### config.mk
export PLATFORM = sky130hd
export DESIGN_NAME = imw_mode_ctrl
export DESIGN_NICKNAME = d
export VERILOG_FILES = /design/src/pkg/imw_pkg.sv /design/src/pkg/imw_rate_if.sv /design/src/design/imw_rate_div.sv /design/src/design/imw_mode_ctrl.sv
export VERILOG_INCLUDE_DIRS = /design/src /design/src/pkg
export SDC_FILE = /design/constraint.sdc
export NUM_CORES = 1
export LEC_CHECK = 0
export ABC_CLOCK_PERIOD_IN_PS = 2800
export BUFFER_PORTS_ARGS = -buffer_cell sky130_fd_sc_hd__buf_2
export CORE_MARGIN = 5
export CORE_UTILIZATION = 35
export CTS_BUF_LIST = sky130_fd_sc_hd__clkbuf_8
export DETAILED_ROUTE_END_ITERATION = 16
export SLEW_MARGIN = 20
export SYNTH_ARGS = -nofsm -noshare
export SYNTH_HDL_FRONTEND = slang
export SYNTH_SLANG_ARGS = --single-unit
### constraint.sdc
create_clock -name clock -period 2.8 [get_ports clock]
set_input_delay 0.28 -clock clock [delete_from_list [all_inputs] [get_ports clock]]
set_output_delay 0.28 -clock clock [all_outputs]
set_load 0.005 [all_outputs]
### src/pkg/imw_params.svh
`ifndef IMW_PARAMS_SVH
`define IMW_PARAMS_SVH

// Register offsets on the plain register port
`define IMW_OFS_CTRL    4'h0
`define IMW_OFS_MODE    4'h1
`define IMW_OFS_RATE    4'h2
`define IMW_OFS_DATA    4'h3
`define IMW_OFS_STAT    4'h4
`define IMW_OFS_CLR     4'h5
`define IMW_OFS_IEN     4'h6

// Bus control register fields
`define IMW_CTRL_EN     7
`define IMW_CTRL_MST    6
`define IMW_CTRL_FMT    5
`define IMW_CTRL_STA    4
`define IMW_CTRL_STP    3
`define IMW_CTRL_ACK    2
`define IMW_CTRL_BUSY   1
`define IMW_CTRL_IRQ    0

// Bus mode register fields
`define IMW_MODE_ORDER  7
`define IMW_MODE_WAIT   6
`define IMW_MODE_CKS_HI 5
`define IMW_MODE_CKS_LO 3

// Transfer rate control register field
`define IMW_RATE_PRE    0

// Event bits of status, clear and enable registers
`define IMW_EV_DONE     0
`define IMW_EV_WAIT     1
`define IMW_EV_STOP     2
`define IMW_EV_N        3

// Reset values
`define IMW_MODE_RST    5'h00
`define IMW_EV_RST      3'h0

// System clock divide ratios, indexed by {prescale, clock select}
`define IMW_DIV_0       9'h01C
`define IMW_DIV_1       9'h028
`define IMW_DIV_2       9'h030
`define IMW_DIV_3       9'h040
`define IMW_DIV_4       9'h050
`define IMW_DIV_5       9'h064
`define IMW_DIV_6       9'h070
`define IMW_DIV_7       9'h080
`define IMW_DIV_8       9'h038
`define IMW_DIV_9       9'h050
`define IMW_DIV_10      9'h060
`define IMW_DIV_11      9'h080
`define IMW_DIV_12      9'h0A0
`define IMW_DIV_13      9'h0C8
`define IMW_DIV_14      9'h0E0
`define IMW_DIV_15      9'h100

`endif

### src/pkg/imw_pkg.sv
`include "imw_params.svh"

package imw_pkg;

  // Serial engine states, one-hot
  typedef enum logic [9:0] {
    ST_IDLE  = 10'h001,
    ST_START = 10'h002,
    ST_READY = 10'h004,
    ST_BLO   = 10'h008,
    ST_BHI   = 10'h010,
    ST_HOLD  = 10'h020,
    ST_ALO   = 10'h040,
    ST_AHI   = 10'h080,
    ST_STOP1 = 10'h100,
    ST_STOP2 = 10'h200
  } imw_state_t;

  typedef logic [8:0] imw_ratio_t;

  // Divide ratio for a {prescale, clock select} code
  function automatic imw_ratio_t imw_ratio(input logic [3:0] code);
    unique case (code)
      4'h0: imw_ratio = `IMW_DIV_0;
      4'h1: imw_ratio = `IMW_DIV_1;
      4'h2: imw_ratio = `IMW_DIV_2;
      4'h3: imw_ratio = `IMW_DIV_3;
      4'h4: imw_ratio = `IMW_DIV_4;
      4'h5: imw_ratio = `IMW_DIV_5;
      4'h6: imw_ratio = `IMW_DIV_6;
      4'h7: imw_ratio = `IMW_DIV_7;
      4'h8: imw_ratio = `IMW_DIV_8;
      4'h9: imw_ratio = `IMW_DIV_9;
      4'hA: imw_ratio = `IMW_DIV_10;
      4'hB: imw_ratio = `IMW_DIV_11;
      4'hC: imw_ratio = `IMW_DIV_12;
      4'hD: imw_ratio = `IMW_DIV_13;
      4'hE: imw_ratio = `IMW_DIV_14;
      4'hF: imw_ratio = `IMW_DIV_15;
    endcase
  endfunction : imw_ratio

  // Data bit for position idx, MSB first or LSB first
  function automatic logic imw_pick_bit(input logic [7:0] d, input logic [2:0] idx,
                                        input logic lsb_first);
    imw_pick_bit = lsb_first ? d[idx] : d[3'h7 - idx];
  endfunction : imw_pick_bit

endpackage : imw_pkg

### src/pkg/imw_rate_if.sv
`timescale 1ns/100ps
`default_nettype none

// Rate request from the engine and half-period tick back
interface imw_rate_if;
  logic       run;
  logic [3:0] sel;
  logic       tick;
  modport ctrl (output run, output sel, input tick);
  modport div  (input run, input sel, output tick);
endinterface : imw_rate_if

`default_nettype wire

### src/design/imw_rate_div.sv
`timescale 1ns/100ps
`default_nettype none

module imw_rate_div import imw_pkg::*; #(
  parameter int CNT_W = 8
) (
  // Clock and reset
  input  wire logic  clock,
  input  wire logic  reset_n,
  // Rate request and tick
  imw_rate_if.div    rate
);

  logic [CNT_W-1:0] count;
  logic [CNT_W-1:0] half;

  // Largest ratio is 256, so the half count needs at least 8 bits
  generate
    if (CNT_W < 8) begin : g_chk
      $error("imw_rate_div: CNT_W too small for the largest ratio");
    end
  endgenerate

  assign half = CNT_W'(imw_ratio(rate.sel) >> 1);

  // Tick every half serial clock period; idle while not running
  always_ff @(posedge clock or negedge reset_n) begin
    if (!reset_n) begin
      count     <= '0;
      rate.tick <= 1'b0;
    end else if (!rate.run) begin
      count     <= '0;
      rate.tick <= 1'b0;
    end else if (count >= half - CNT_W'(1)) begin
      count     <= '0;
      rate.tick <= 1'b1;
    end else begin
      count     <= count + CNT_W'(1);
      rate.tick <= 1'b0;
    end
  end
endmodule : imw_rate_div

`default_nettype wire

### src/design/imw_mode_ctrl.sv
// Implementation choices: the address map and the address-and-strobe port.
`timescale 1ns/100ps
`default_nettype none

// Summary of operation
// The mode register is read and written only while the module enable bit is 1.
// Bit 7 picks MSB first at 0 and LSB first at 1, and must stay 0 for the I2C format.
// The wait bit (bit 6) acts only for a master using the I2C format.
// With wait set, the falling clock of the final data bit sets the request flag.
// With wait set, the engine then holds the serial clock low before the acknowledge.
// Clearing the request flag ends the wait and the acknowledge bit is transferred.
// With wait clear, data bits and the acknowledge bit run back to back.
// The request flag is set when the acknowledge bit completes, whatever the wait bit.
// The three-bit clock select acts only in master mode.
// Clock select bits 5 to 3 join the prescale bit to choose the master rate.
// The master serial clock is the system clock divided by the chosen ratio.
// Bit order, wait and clock select fields read as 0 after reset.
module imw_mode_ctrl import imw_pkg::*; #(
  parameter int DATA_W = 8
) (
  // Clock and reset
  input  wire logic       clock,
  input  wire logic       reset_n,
  // Register port
  input  wire logic [3:0] reg_addr,
  input  wire logic [7:0] reg_wdata,
  input  wire logic       reg_write,
  input  wire logic       reg_read,
  output logic      [7:0] reg_rdata,
  // Serial clock pin, open drain
  input  wire logic       scl_in,
  output logic            scl_out,
  output logic            scl_oe,
  // Serial data pin, open drain
  input  wire logic       sda_in,
  output logic            sda_out,
  output logic            sda_oe,
  // Interrupt
  output logic            irq
);

  generate
    if (DATA_W != 8) begin : g_chk
      $error("imw_mode_ctrl: only 8 data bits per frame are served");
    end
  endgenerate

  imw_rate_if rate ();

  imw_state_t state;
  imw_state_t next_state;

  logic                 module_enable;
  logic                 master_mode;
  logic                 i2c_format;
  logic                 irq_request_flag;
  logic                 ack_seen;
  logic                 start_req;
  logic                 stop_req;
  logic                 data_req;
  logic                 bit_order_select;
  logic                 wait_insert;
  logic [2:0]           clk_select;
  logic                 rate_prescale_bit;
  logic [7:0]           data_buf;
  logic [7:0]           shreg;
  logic [2:0]           bit_idx;
  logic [`IMW_EV_N-1:0] irq_status;
  logic [`IMW_EV_N-1:0] irq_enable;
  logic [`IMW_EV_N-1:0] events;

  logic wr_ctrl, wr_mode, wr_rate, wr_data, wr_clr, wr_ien;
  logic tick, last_bit, wait_active, cur_bit;
  logic ev_wait, ev_ack, ev_ser, ev_stop;
  logic mode_ok;

  imw_rate_div #(.CNT_W(8)) u_div (
    .clock   (clock),
    .reset_n (reset_n),
    .rate    (rate.div)
  );

  // Register write decode; the mode register is locked while disabled
  assign mode_ok = module_enable;
  assign wr_ctrl = reg_write && (reg_addr == `IMW_OFS_CTRL);
  assign wr_mode = reg_write && (reg_addr == `IMW_OFS_MODE) && mode_ok;
  assign wr_rate = reg_write && (reg_addr == `IMW_OFS_RATE);
  assign wr_data = reg_write && (reg_addr == `IMW_OFS_DATA);
  assign wr_clr  = reg_write && (reg_addr == `IMW_OFS_CLR);
  assign wr_ien  = reg_write && (reg_addr == `IMW_OFS_IEN);

  // Engine helpers
  assign tick        = rate.tick;
  assign last_bit    = (bit_idx == 3'(DATA_W - 1));
  assign wait_active = master_mode && i2c_format && wait_insert;
  assign cur_bit     = imw_pick_bit(shreg, bit_idx, bit_order_select);

  // Engine events
  assign ev_wait = (state == ST_BHI) && tick && last_bit && wait_active;
  assign ev_ack  = (state == ST_AHI) && tick;
  assign ev_ser  = (state == ST_BHI) && tick && last_bit && !i2c_format;
  assign ev_stop = (state == ST_STOP2) && tick;
  assign events  = {ev_stop, ev_wait, ev_ack || ev_ser};

  // Divider runs only for an enabled master; slaves ignore the select
  always_ff @(posedge clock or negedge reset_n) begin
    if (!reset_n) begin
      rate.run <= 1'b0;
      rate.sel <= 4'h0;
    end else begin
      rate.run <= module_enable && master_mode && (state != ST_IDLE || start_req
                  || data_req);
      rate.sel <= {rate_prescale_bit, clk_select};
    end
  end

  // Control register; a hardware set of the request flag beats a clear
  always_ff @(posedge clock or negedge reset_n) begin
    if (!reset_n) begin
      module_enable    <= 1'b0;
      master_mode      <= 1'b0;
      i2c_format       <= 1'b0;
      irq_request_flag <= 1'b0;
    end else begin
      if (wr_ctrl) begin
        module_enable <= reg_wdata[`IMW_CTRL_EN];
        master_mode   <= reg_wdata[`IMW_CTRL_MST];
        i2c_format    <= reg_wdata[`IMW_CTRL_FMT];
      end
      if (ev_wait || ev_ack || ev_ser) begin
        irq_request_flag <= 1'b1;
      end else if (wr_ctrl && !reg_wdata[`IMW_CTRL_IRQ]) begin
        irq_request_flag <= 1'b0;
      end
    end
  end

  // Command requests, held until the engine takes them
  always_ff @(posedge clock or negedge reset_n) begin
    if (!reset_n) begin
      start_req <= 1'b0;
      stop_req  <= 1'b0;
      data_req  <= 1'b0;
      data_buf  <= 8'h00;
    end else begin
      if (wr_ctrl && reg_wdata[`IMW_CTRL_STA] && module_enable) begin
        start_req <= 1'b1;
      end else if (state == ST_IDLE && next_state == ST_START) begin
        start_req <= 1'b0;
      end
      if (wr_ctrl && reg_wdata[`IMW_CTRL_STP] && module_enable) begin
        stop_req <= 1'b1;
      end else if (state == ST_READY && next_state == ST_STOP1) begin
        stop_req <= 1'b0;
      end
      if (wr_data && module_enable) begin
        data_req <= 1'b1;
        data_buf <= reg_wdata;
      end else if (next_state == ST_BLO && state != ST_BHI) begin
        data_req <= 1'b0;
      end
    end
  end

  // Mode and rate registers; fields clear on reset
  always_ff @(posedge clock or negedge reset_n) begin
    if (!reset_n) begin
      {bit_order_select, wait_insert, clk_select} <= `IMW_MODE_RST;
      rate_prescale_bit <= 1'b0;
    end else begin
      if (wr_mode) begin
        bit_order_select <= reg_wdata[`IMW_MODE_ORDER];
        wait_insert      <= reg_wdata[`IMW_MODE_WAIT];
        clk_select       <= reg_wdata[`IMW_MODE_CKS_HI:`IMW_MODE_CKS_LO];
      end
      if (wr_rate) begin
        rate_prescale_bit <= reg_wdata[`IMW_RATE_PRE];
      end
    end
  end

  // Next engine state; every step out of a state other than idle, ready or hold waits for a divider tick, except the forced return to idle when disabled or slave
  always_comb begin
    next_state = state;
    unique case (state)
      ST_IDLE: begin
        if (master_mode && start_req) begin
          next_state = ST_START;
        end else if (master_mode && data_req && !i2c_format) begin
          next_state = ST_BLO;
        end
      end
      ST_START: begin
        if (tick) begin
          next_state = ST_READY;
        end
      end
      ST_READY: begin
        if (data_req) begin
          next_state = ST_BLO;
        end else if (stop_req) begin
          next_state = ST_STOP1;
        end
      end
      ST_BLO: begin
        if (tick) begin
          next_state = ST_BHI;
        end
      end
      ST_BHI: begin
        if (tick) begin
          if (!last_bit) begin
            next_state = ST_BLO;
          end else if (wait_active) begin
            next_state = ST_HOLD;
          end else if (i2c_format) begin
            next_state = ST_ALO;
          end else begin
            next_state = ST_READY;
          end
        end
      end
      ST_HOLD: begin
        if (!irq_request_flag) begin
          next_state = ST_ALO;
        end
      end
      ST_ALO: begin
        if (tick) begin
          next_state = ST_AHI;
        end
      end
      ST_AHI: begin
        if (tick) begin
          next_state = ST_READY;
        end
      end
      ST_STOP1: begin
        if (tick) begin
          next_state = ST_STOP2;
        end
      end
      ST_STOP2: begin
        if (tick) begin
          next_state = ST_IDLE;
        end
      end
      default: next_state = ST_IDLE;
    endcase
    // A slave never drives the clock, so the engine stays parked and the pins released
    if (!module_enable || !master_mode) begin
      next_state = ST_IDLE;
    end
  end

  always_ff @(posedge clock or negedge reset_n) begin
    if (!reset_n) begin
      state <= ST_IDLE;
    end else begin
      state <= next_state;
    end
  end

  // Pin drive and shifting; pins only ever pull low
  always_ff @(posedge clock or negedge reset_n) begin
    if (!reset_n) begin
      scl_out  <= 1'b0;
      sda_out  <= 1'b0;
      scl_oe   <= 1'b0;
      sda_oe   <= 1'b0;
      shreg    <= 8'h00;
      bit_idx  <= 3'h0;
      ack_seen <= 1'b0;
    end else begin
      scl_out <= 1'b0;
      sda_out <= 1'b0;
      unique case (next_state)
        ST_IDLE: begin
          scl_oe <= 1'b0;
          sda_oe <= 1'b0;
        end
        ST_START: begin
          sda_oe <= 1'b1;
        end
        ST_READY: begin
          scl_oe <= 1'b1;
          if (state == ST_START) begin
            sda_oe <= 1'b1;
          end
        end
        ST_BLO: begin
          scl_oe <= 1'b1;
          if (state == ST_BHI) begin
            sda_oe  <= !imw_pick_bit(shreg, bit_idx + 3'h1, bit_order_select);
            bit_idx <= bit_idx + 3'h1;
          end else if (state != ST_BLO) begin // Load on entry only, the index must survive
            shreg   <= data_buf;
            bit_idx <= 3'h0;
            sda_oe  <= !imw_pick_bit(data_buf, 3'h0, bit_order_select);
          end
        end
        ST_BHI: begin
          scl_oe <= 1'b0;
        end
        ST_HOLD: begin
          scl_oe <= 1'b1;
        end
        ST_ALO: begin
          scl_oe <= 1'b1;
          sda_oe <= 1'b0;
        end
        ST_AHI: begin
          scl_oe <= 1'b0;
        end
        ST_STOP1: begin
          scl_oe <= 1'b1;
          sda_oe <= 1'b1;
        end
        ST_STOP2: begin
          scl_oe <= 1'b0;
        end
      endcase
      // Acknowledge is sampled at the end of its high phase
      if (ev_ack) begin
        ack_seen <= !sda_in;
      end
    end
  end

  // Sticky status, write-one clear; a new event beats its clear
  always_ff @(posedge clock or negedge reset_n) begin
    if (!reset_n) begin
      irq_status <= `IMW_EV_RST;
      irq_enable <= `IMW_EV_RST;
      irq        <= 1'b0;
    end else begin
      irq_status <= (irq_status & ~(wr_clr ? reg_wdata[`IMW_EV_N-1:0] : `IMW_EV_RST))
                    | events;
      if (wr_ien) begin
        irq_enable <= reg_wdata[`IMW_EV_N-1:0];
      end
      irq <= |(irq_status & irq_enable);
    end
  end

  // Read data one cycle after the strobe, zero elsewhere
  always_ff @(posedge clock or negedge reset_n) begin
    if (!reset_n) begin
      reg_rdata <= 8'h00;
    end else begin
      reg_rdata <= 8'h00;
      if (reg_read) begin
        unique case (reg_addr)
          `IMW_OFS_CTRL: reg_rdata <= {module_enable, master_mode, i2c_format, 2'b00,
                                       ack_seen, state != ST_IDLE, irq_request_flag};
          `IMW_OFS_MODE: reg_rdata <= mode_ok ? {bit_order_select, wait_insert, clk_select,
                                                 3'b000} : 8'h00;
          `IMW_OFS_RATE: reg_rdata <= {7'h00, rate_prescale_bit};
          `IMW_OFS_DATA: reg_rdata <= data_buf;
          `IMW_OFS_STAT: reg_rdata <= {5'h00, irq_status};
          `IMW_OFS_IEN:  reg_rdata <= {5'h00, irq_enable};
          default:       reg_rdata <= 8'h00;
        endcase
      end
    end
  end
endmodule : imw_mode_ctrl

`default_nettype wire

### Word level (Yosys, flattened, before mapping)

Memory sizes are Yosys's and may differ from the RTL's.
Cells that the tools add are included.

* memories kept: 1
* output and inout port bits: 13
* register bits: 74
* bits in read-only memories: 112

* add/sub/neg operators: 4
* bitwise operators: 5
* equal/unequal tests: 32
* $lt $le $gt $ge: 3
* multiplexer cells: 45
* reduce and logical (&&, ||, !) cells: 59

Memories
* (no name shown): words 16, bits a word 7, read ports 1, clocked after memory_dff 0, wr ports 0, line imw_pkg.sv:23 `unique case (code)`

Operator list (number)
* 10-bit two-way mux: 12
* 10-bit case mux with 9 select lines: 1
* 8-bit case mux with 6 select lines: 1
* 8-bit two-way mux: 4
* 1-bit logical AND: 29
* 7-bit two-way mux: 3
* 10-bit by 1-bit == test with 1-bit output (second input constant): 2
* 10-bit == test (second input constant): 2
* 10-bit by 2-bit == test with 1-bit output (second input constant): 2
* 10-bit by 3-bit == test with 1-bit output (second input constant): 2
* 10-bit by 4-bit == test with 1-bit output (second input constant): 2
* 10-bit by 5-bit == test with 1-bit output (second input constant): 2
* 10-bit by 6-bit == test with 1-bit output (second input constant): 2
* 10-bit by 7-bit == test with 1-bit output (second input constant): 2
* 10-bit by 8-bit == test with 1-bit output (second input constant): 2
* 10-bit by 9-bit == test with 1-bit output (second input constant): 2
* 1-bit two-way mux: 17
* 4-bit by 3-bit == test with 1-bit output (second input constant): 3
* 2-bit nonzero test: 6
* 10-bit by 1-bit inequality test with 1-bit output (second input constant): 1
* 10-bit by 4-bit inequality test with 1-bit output (second input constant): 1
* 10-bit by 5-bit inequality test with 1-bit output (second input constant): 1
* 3-bit two-way mux: 3
* 8-bit by 1-bit adder with 8-bit output (second input constant): 1
* 27 further kinds: 45

### Longest topological paths before layout

Gate-level depths: netlist of run 1.

* word-level depth: 11
* gate-level depth with buffers: 14
* mapped depth without buffers: 14

### Cells and area by module

Synthesis of run 1 repeated with hierarchy kept, for this count alone.

* cells, all modules: 381
* area, all modules: 4057.6 um^2

Modules (own cells, without submodules)
* imw_mode_ctrl: area each 3250.6 um^2, cells an instance 288, instances 1
* imw_rate_div: area each 807.0 um^2, cells an instance 93, instances 1

### Least setup slack after synthesis of run 1

No wires, ideal clock.

* kind: reg2reg
* from: register state[1]
* to: register sda_oe
* setup slack: -78 ps
* data arrival time: 2751 ps
* cell stages (with the launch flop): 10
* cell sequence: dfrtp_1 or4_4 or3_1 o311a_1 a31o_1 buf_6 a211oi_2 nand3b_1 o21bai_2 mux2_1

* longest elaborated chain between the ends: 8

Ends and longest elaborated chain
* from (decl): line imw_mode_ctrl.sv:50 `imw_state_t state;`
* from (signal assigned): line imw_mode_ctrl.sv:260 `state <= next_state;`
* 10-bit by 8-bit == test with 1-bit output (tied with other cells): line imw_mode_ctrl.sv:185 `unique case (state)`
* 2-bit OR reduction (no source line) (tied with other cells)
* 10-bit case mux with 9 select lines: line imw_mode_ctrl.sv:185
* 10-bit two-way mux: line imw_mode_ctrl.sv:251 `if (!module_enable || !master_mode) begin`
* 10-bit by 7-bit == test with 1-bit output (tied with other cells): line imw_mode_ctrl.sv:277 `unique case (next_state)`
* 2-bit OR reduction (no source line)
* 4-bit nonzero test (no source line)
* 3-bit AND reduction (no source line)
* to (signal assigned): line imw_mode_ctrl.sv:294 `sda_oe <= !imw_pick_bit(shreg, bit_idx + 3'h1, bit_order_select);`
* to (signal assigned): line imw_mode_ctrl.sv:299 `sda_oe <= !imw_pick_bit(data_buf, 3'h0, bit_order_select);`
* to (decl): line imw_mode_ctrl.sv:37 `output logic sda_oe,`

Several ways; a longest one is shown, not always the timed one.
A chain may end at the register's enable or synchronous reset.

### Final worst setup path of run 1

* from: register state[0]
* to: register shreg[4]

* longest elaborated chain between the ends: 6

Ends and longest elaborated chain
* 10-bit by 8-bit == test with 1-bit output / 10-bit by 2-bit == test with 1-bit output (equally long branches): line imw_mode_ctrl.sv:185
* 2-bit OR reduction (no source line)
* 10-bit case mux with 9 select lines (*): line imw_mode_ctrl.sv:185
* 10-bit two-way mux (*): line imw_mode_ctrl.sv:251
* net next_state[3]: line imw_mode_ctrl.sv:51 `imw_state_t next_state;`
* 10-bit by 4-bit == test with 1-bit output (*): line imw_mode_ctrl.sv:277
* 3-bit AND reduction (no source line) (*)
* to (signal assigned): line imw_mode_ctrl.sv:297 `shreg <= data_buf;`
* to (decl): line imw_mode_ctrl.sv:66 `logic [7:0] shreg;`

The timed path passes the listed nets; every way through them passes the cells marked *.

==> run metrics, run 1 <==
ys flop type dfrtp_1; Synth Area in Compound Gates 14.2%; Area growth syn-to-layout 24.4%; Max FO, Critical Path 8; Tmin final 2.84 ns; CP endpoint kind flop; clock sinks 74; routability-driven placement congestion ratio 0.890; Avg Vias per Cell 5.45; layout cells sized above 1 35.3%; status complete, but fails checks; fillers 1117; crit path DAT 3.08 ns; ant diodes 0; core area 11900 sq um; Final Hold Fails 0; Post-Synth Simple-Gate Area 18.3%; R2R Setup Slk -0.04 ns; number of I/O pins 31; maximum clock skew at final layout 0.0137 ns; routed vias 3422; r2r worst-path depth 8; combinational family with the most area after synthesis simple AND/OR/NAND/NOR gates; total track usage 15.5%; final worst-path cycle share 102%; max-cap violations 0; Die W 119 um; delay-heaviest family, CP simple AND/OR/NAND/NOR gates; crit path kind flop to flop; mean area per synthesized cell 10.4 sq um; post-synthesis xor/xnor area fraction 2.09%; endpoints failing setup 9; Initial Utilization 35.3%; synthesized flop and latch total 74; Max Root-Sink Buffers 2; critical path required time 3.04 ns; drt drc 0; r2r endpoint shreg[4]; total power 2.80 mW; failing checks setup timing; Hold Crit Class input port to async pin; relative slew slack 37.9%; RSZ-0062 raised after global routing true; Synth top area share 43.6%; total grt overflow 0; Achievable Freq 0.352 GHz; Max Transition Viols Final 0; critical path's slowest cell or4_4; antenna viol nets, final 0; largest net degree at the start of global routing 75; crit path cell chain or4_4 -> or3_4 -> o311a_4 -> a31o_4 -> a21oi_4 -> nand2b_4 -> nor2_8 -> mux2_4; Worst-Margin Slew 0.931 ns; yosys warns 0; Initial DRT Pass Iterations 6; Nets 510; EDFF count, synth 0; Leakage 2.40 nW; CP max stage delay 0.54 ns; mapped cell area 4190 sq um; WL/cell 16.9 um; DIE HEIGHT 119 um; mux cell area share after synthesis 13.4%; setup slack after layout -0.0423 ns; Inserted Clock Buffers 9; synthesized instance count 401; first-pass GRT wire length 17800 um; placed cell count 608; Pwr per Cell Area 538 nW/um^2; CTS tree yes; H-tree depth 3; Post-Synth Adder-Cell Area 4.48%; asr flop ratio synth 100%; IO Port Bufs 27; Synth area leader dfrtp_1; CTS Root Cell clkbuf_8; sequential area share after synthesis 44.2%; DPL Wire Length 7750 um; Die Area 14300 sq um; Netlist cell types 73; reg2reg start state[0]; Worst setup SP type flop; vias in the first global route 3507; crit path buf inv count 0; pre-CTS WS -0.169 ns; clock latency on the worst-skew pair 0.37 ns; Initial DRC Count 253; Rows 40; initial antenna violation count 0; count of non-filler cells in the finished layout 628; Peak VDD IR 0.452 mV; ranking of synthesized cells by area dfrtp_1, mux2_2, ha_1; Worst-path clk slew 0.09 ns; Post-Route WL 10600 um
## per-layer routing
layer  track usage (%)  part of all wire, %  vias up
li1                  -                    -     1635
met1              20.0                   44     1689
met2              25.5                   50       84
met3              4.51                  4.4       14
met4              3.94                  1.7        0
met5                 0                    0        -
## worst reg2reg max path: stages (launching register included)
cell and delay (ns):
dfstp_2 0.38, or4_4 0.54, or3_4 0.36, o311a_4 0.33
a31o_4 0.26, a21oi_4 0.22, nand2b_4 0.10, nor2_8 0.20
mux2_4 0.33
## logic make-up after synthesis
group	count (synthesis)
mux	44
flops	74
simple gates	142
xor+xnor	10
compound gates	85
buf+inv	30
other cells	1
fa+ha+maj	15
## synth_stat cells (7+ instances only)
master	number
nor2_1	36
inv_1	11
nor4_1	8
dfrtp_1	73
mux2_2	23
xnor2_1	7
a21oi_1	18
o21ai_0	13
a31oi_1	7
nand2_1	37
mux2_4	8
and3_1	8
mux2i_1	8
clkbuf_1	13
ha_1	15
## stage by stage
step / hold WS [ns] / area [sq um] / TNS, ns / utilization, %
after floorplan: -0.0156 / 4200 / -0.550 / -
after global placement: 0.391 / 4830 / -1.23 / 40.7
after detailed placement: 0.405 / 4830 / -2.05 / 40.7
after CTS: 0.0753 / 5090 / -0.0141 / 42.9
after global routing: 0.0737 / 5210 / -1.43 / 43.9
final: 0.0539 / 5210 / -0.299 / 43.9
## cells in the final DEF, fill, tap and decap left out, drive strengths merged, types with 3 or more instances in the layout
cell    synthesis  final
clkbuf         14      9
a21oi          19     19
mux4            4      4
xnor2           7      7
xor2            3      3
ha             15     15
nor2           37     37
inv            11     12
mux2           32     32
a22o            5      5
nor4            9      9
nor3            5      5
and4b           3      3
a22oi           4      4
nand4           6      6
nand4b          3      3
a21o            7      7
nor2b           6      6
and3            8      8
a211oi          6      6
nand2b          5      5
nand3           4      4
o21ai          14     14
buf             5     83
mux2i           8      8
dfrtp          73     73
or2             4      4
a31oi           7      7
nand2          37     37
## registers in the layout, indices dropped and copies added, names as in the netlist, 4 cells and up
name and count:
u_div.count 8, reg_rdata 8, shreg 8, state 10, data_buf 8, rate.sel 4
## layout make-up
| type | count | area (sq um) | share of cell area (%) |
|---|---|---|---|
| Multi-Input combinational cell | 298 | 2370 | 45.5 |
| Sequential cell | 74 | 1850 | 35.6 |
| Timing Repair Buffer | 83 | 571 | 11.0 |
| Tap cell | 147 | 184 | 3.53 |
| Clock buffer | 9 | 124 | 2.38 |
| Clock inverter | 6 | 67.6 | 1.30 |
| Inverter | 11 | 41.3 | 0.793 |
## power by group
part	internal, mW	leakage (nW)	switching [mW]
logic	0.323	1.32	0.326
clock network	0.409	0.0917	0.429
registers	1.19	0.989	0.130
total	1.92	2.40	0.885
## what timing repair did
item | in CTS | in global routing
setup endpoints to repair | 18 | 22
gates resized for setup | 13 | 17
hold buffers | 0 | 0
hold endpoints to repair | 0 | 0
buffers inserted | 4 | 1
pin swaps | 3 | 8
## how the worst max path moves through the flow
stage / startpoint / end / slack [ns] / cells past startpoint
2_1_floorplan: state[1] / shreg[0] / -0.06 / 9
3_3_place_gp: state[0] / shreg[7] / -0.08 / 8
3_5_place_dp: rate.sel[0] / u_div.count[5] / -0.17 / 13
4_1_cts: state[1] / shreg[4] / -0.01 / 8
5_1_grt: rate.sel[1] / u_div.rate.tick / -0.12 / 13
6_report: state[0] / shreg[4] / -0.04 / 8
(Power assumes the default switching activity.)
==> inputs of run 2 (changes only) <==
SYNTH_HIERARCHICAL = 1   (was default)
==> run metrics, run 2 <==
status complete, but fails checks; failing checks setup timing; Hold Crit Class input port to async pin; Worst-path clk slew 0.08 ns (about the same); Worst-Margin Slew 0.914 ns (-0.0165 ns); crit path kind flop to flop; routability-driven placement congestion ratio 0.867 (-2.6%); total grt overflow 0 (unchanged); cts-stage hold buffer count 0 (unchanged); Inserted Clock Buffers 9 (unchanged); Max Root-Sink Buffers 2 (unchanged); Post-Layout Inst Area 5100 sq um (-2.1%); critical path required time 3.02 ns (-0.02 ns); Max Transition Viols Final 0 (unchanged); Logic pwr share 25.6% (+2.4 points); Die Area 13800 sq um (-2.9%); ranking of synthesized cells by area dfrtp_1, mux2_2, ha_1; P_sw 0.939 mW (+6.1%); area of the multi-input gates 2230 sq um (-5.6%); Pwr per Cell Area 612 nW/um^2 (+14%); WL/cell 16.9 um (+0.21%); Tmin final 2.93 ns (+0.0835 ns); largest net degree at the start of global routing 75 (unchanged); GR Util met2 24.6% (-0.89 points); most common cell after layout, fill and taps aside dfrtp_1; setup slack after layout -0.126 ns (-0.0835 ns); grt met3 use 3.32% (-1.2 points); Die W 118 um (-1.4%); Top reg by flops state; vias in the first global route 3318 (-5.4%); synthesized flop and latch total 74 (unchanged); delay-heaviest family, CP simple AND/OR/NAND/NOR gates; Nets 490 (-3.9%); Avg Vias per Cell 5.55 (+1.8%); critical path's slowest cell or4_4; crit path cell chain or4_4 -> or4b_4 -> and3_4 -> a31o_4 -> or3_4 -> nor2_2 -> a311oi_2 -> mux2_1; routed vias 3357 (-1.9%); most common cell in the synthesized netlist dfrtp_1; Top Usage Layer GRT met2; total track usage 15.0% (-0.48 points); asr flop ratio synth 100% (unchanged); Initial DRT Pass Iterations 5 (-1); crit path buf inv count 0 (unchanged); total power 3.12 mW (+11%); Clk pwr share 30.8% (+0.9 points); Max FO, Critical Path 4 (-4); Synth top area share 45.0% (+1.4 points); Initial DRC Count 188 (-26%); maximum clock skew at final layout 0.0124 ns (-0.00121 ns); EDFF count, synth 0 (unchanged); mapped cell area 4060 sq um (-3.1%); core area 11400 sq um (-4.1%); RSZ-0062 raised after global routing true; antenna viol nets, final 0 (unchanged); CP endpoint kind flop; Final Hold Fails 0 (unchanged); DPL Wire Length 7740 um (-0.10%); Synth area leader dfrtp_1; mean area per synthesized cell 10.6 sq um (+2.0%); Pint 2.18 mW (+14%); final worst-path cycle share 104% (+3.0 points); sequential area share after synthesis 45.7% (+1.4 points); Post-Route WL 10200 um (-3.5%); top cells by count, synth dfrtp_1, mux2_2, nor2_1, nand2_1, a21oi_1; Peak VDD IR 0.292 mV (-35%); initial antenna violation count 0 (unchanged); synthesized instance count 381 (-5.0%); number of I/O pins 31 (unchanged); clock sinks 74 (unchanged); CTS tree yes; Rows 39 (-2.5%); Reg power frac 43.7% (-3.2 points); yosys warns 6 (+6); CTS Root Cell clkbuf_8; switch share 30.1% (-1.5 points); GR Util met1 19.9% (-0.031 points); max reg flops 10 (unchanged); Initial Utilization 35.7% (+0.38 points); fillers 1115 (-0.18%); drt drc 0 (unchanged); IO Port Bufs 27 (unchanged); DIE HEIGHT 118 um (-1.4%); max-cap violations 0 (unchanged); crit path DAT 3.15 ns (+0.07 ns); first-pass GRT wire length 17000 um (-4.5%); endpoints failing setup 18 (+9); Netlist cell types 63 (-14%); Reg area 1850 sq um (about the same); clock latency on the worst-skew pair 0.35 ns (-0.02 ns); Worst setup SP type flop; relative slew slack 39.0% (+1.1 points); most frequent cells in the layout dfrtp_1, buf_4, mux2_2, buf_2, nor2_1; Achievable Freq 0.342 GHz (-2.9%); H-tree depth 3 (unchanged); Leakage 2.35 nW (-1.9%); cell area after placement 4730 sq um (-2.1%); ant diodes 0 (unchanged); CP max stage delay 0.57 ns (+0.03 ns); ys flop type dfrtp_1; layout cells sized above 1 36.6% (+1.2 points); Area growth syn-to-layout 25.6%
==> run 2: power by group through the flow <==
stage                     clock network, mW  logic (mW)  registers, mW
final                                 0.959       0.797           1.36
after detailed placement                  0       0.735           1.38
after global routing                   1.03       0.879           1.38
after CTS                             0.981       0.770           1.36
after floorplan                           0       0.503           1.32
after global placement                    0       0.714           1.37
==> run 2: worst paths after layout <==
path,start,cells after the start,end,slack [ns]
setup / recovery,state[1],8,sda_oe,-0.13
hold / removal,reset_n,1,reg_rdata[2],0.05
setup reg to reg,state[1],8,sda_oe,-0.13
hold reg to reg,clk_select[2],0,rate.sel[2],0.40
max in group asynchronous,reset_n,1,rate.sel[0],2.10
min in group clock,sda_in,2,ack_seen,0.12
==> run 2: layer usage <==
metal | vias to the layer above | wire [um]
met4 | 0 | 89
met5 | - | 0
met3 | 5 | 564
met2 | 85 | 4920
met1 | 1696 | 4660
li1 | 1571 | -
==> run 2: timing repair <==
action / 4_1_cts / 5_1_grt
pin swaps: 12 / 4
endpoints found under the setup margin: 19 / 20
buffers inserted: 2 / 2
resized for setup: 8 / 13
==> run 2: metrics by stage <==
| step | TNS [ns] | utilization, % | setup WS (ns) | hold slack, ns | std cells |
|---|---|---|---|---|---|
| 3_5_place_dp | -2.80 | 41.6 | -0.170 | 0.391 | 585 |
| 6_report | -0.569 | 44.8 | -0.126 | 0.0548 | 605 |
| 4_1_cts | -1.45 | 44.1 | -0.125 | 0.0921 | 603 |
| 3_3_place_gp | -2.08 | 41.6 | -0.145 | 0.384 | 585 |
| 5_1_grt | -3.12 | 44.8 | -0.256 | 0.0975 | 605 |
| 2_1_floorplan | -0.370 | - | -0.0573 | -0.0156 | 382 |
==> run 2: cell families (layout without fill, tap and decap cells) <==
kind of cell    after synthesis  count (layout)  share of synthesized area, %
buf+inv                      31             111                          3.11
compound gates               74              74                          12.5
fa+ha+maj                    15              15                          4.63
flops                        74              74                          45.7
xor+xnor                      8               8                          1.73
mux                          43              43                          12.9
other cells                   1               2                        0.0924
simple gates                135             135                          19.4
==> run 2: final cells by class <==
type,count,share of cell area (%)
timing repair buffer,80,10.5
clock inverter,5,1.67
sequential,74,36.4
tap,143,3.51
inverter,15,1.10
clock buffer,11,2.97
multi-input combinational,277,43.8
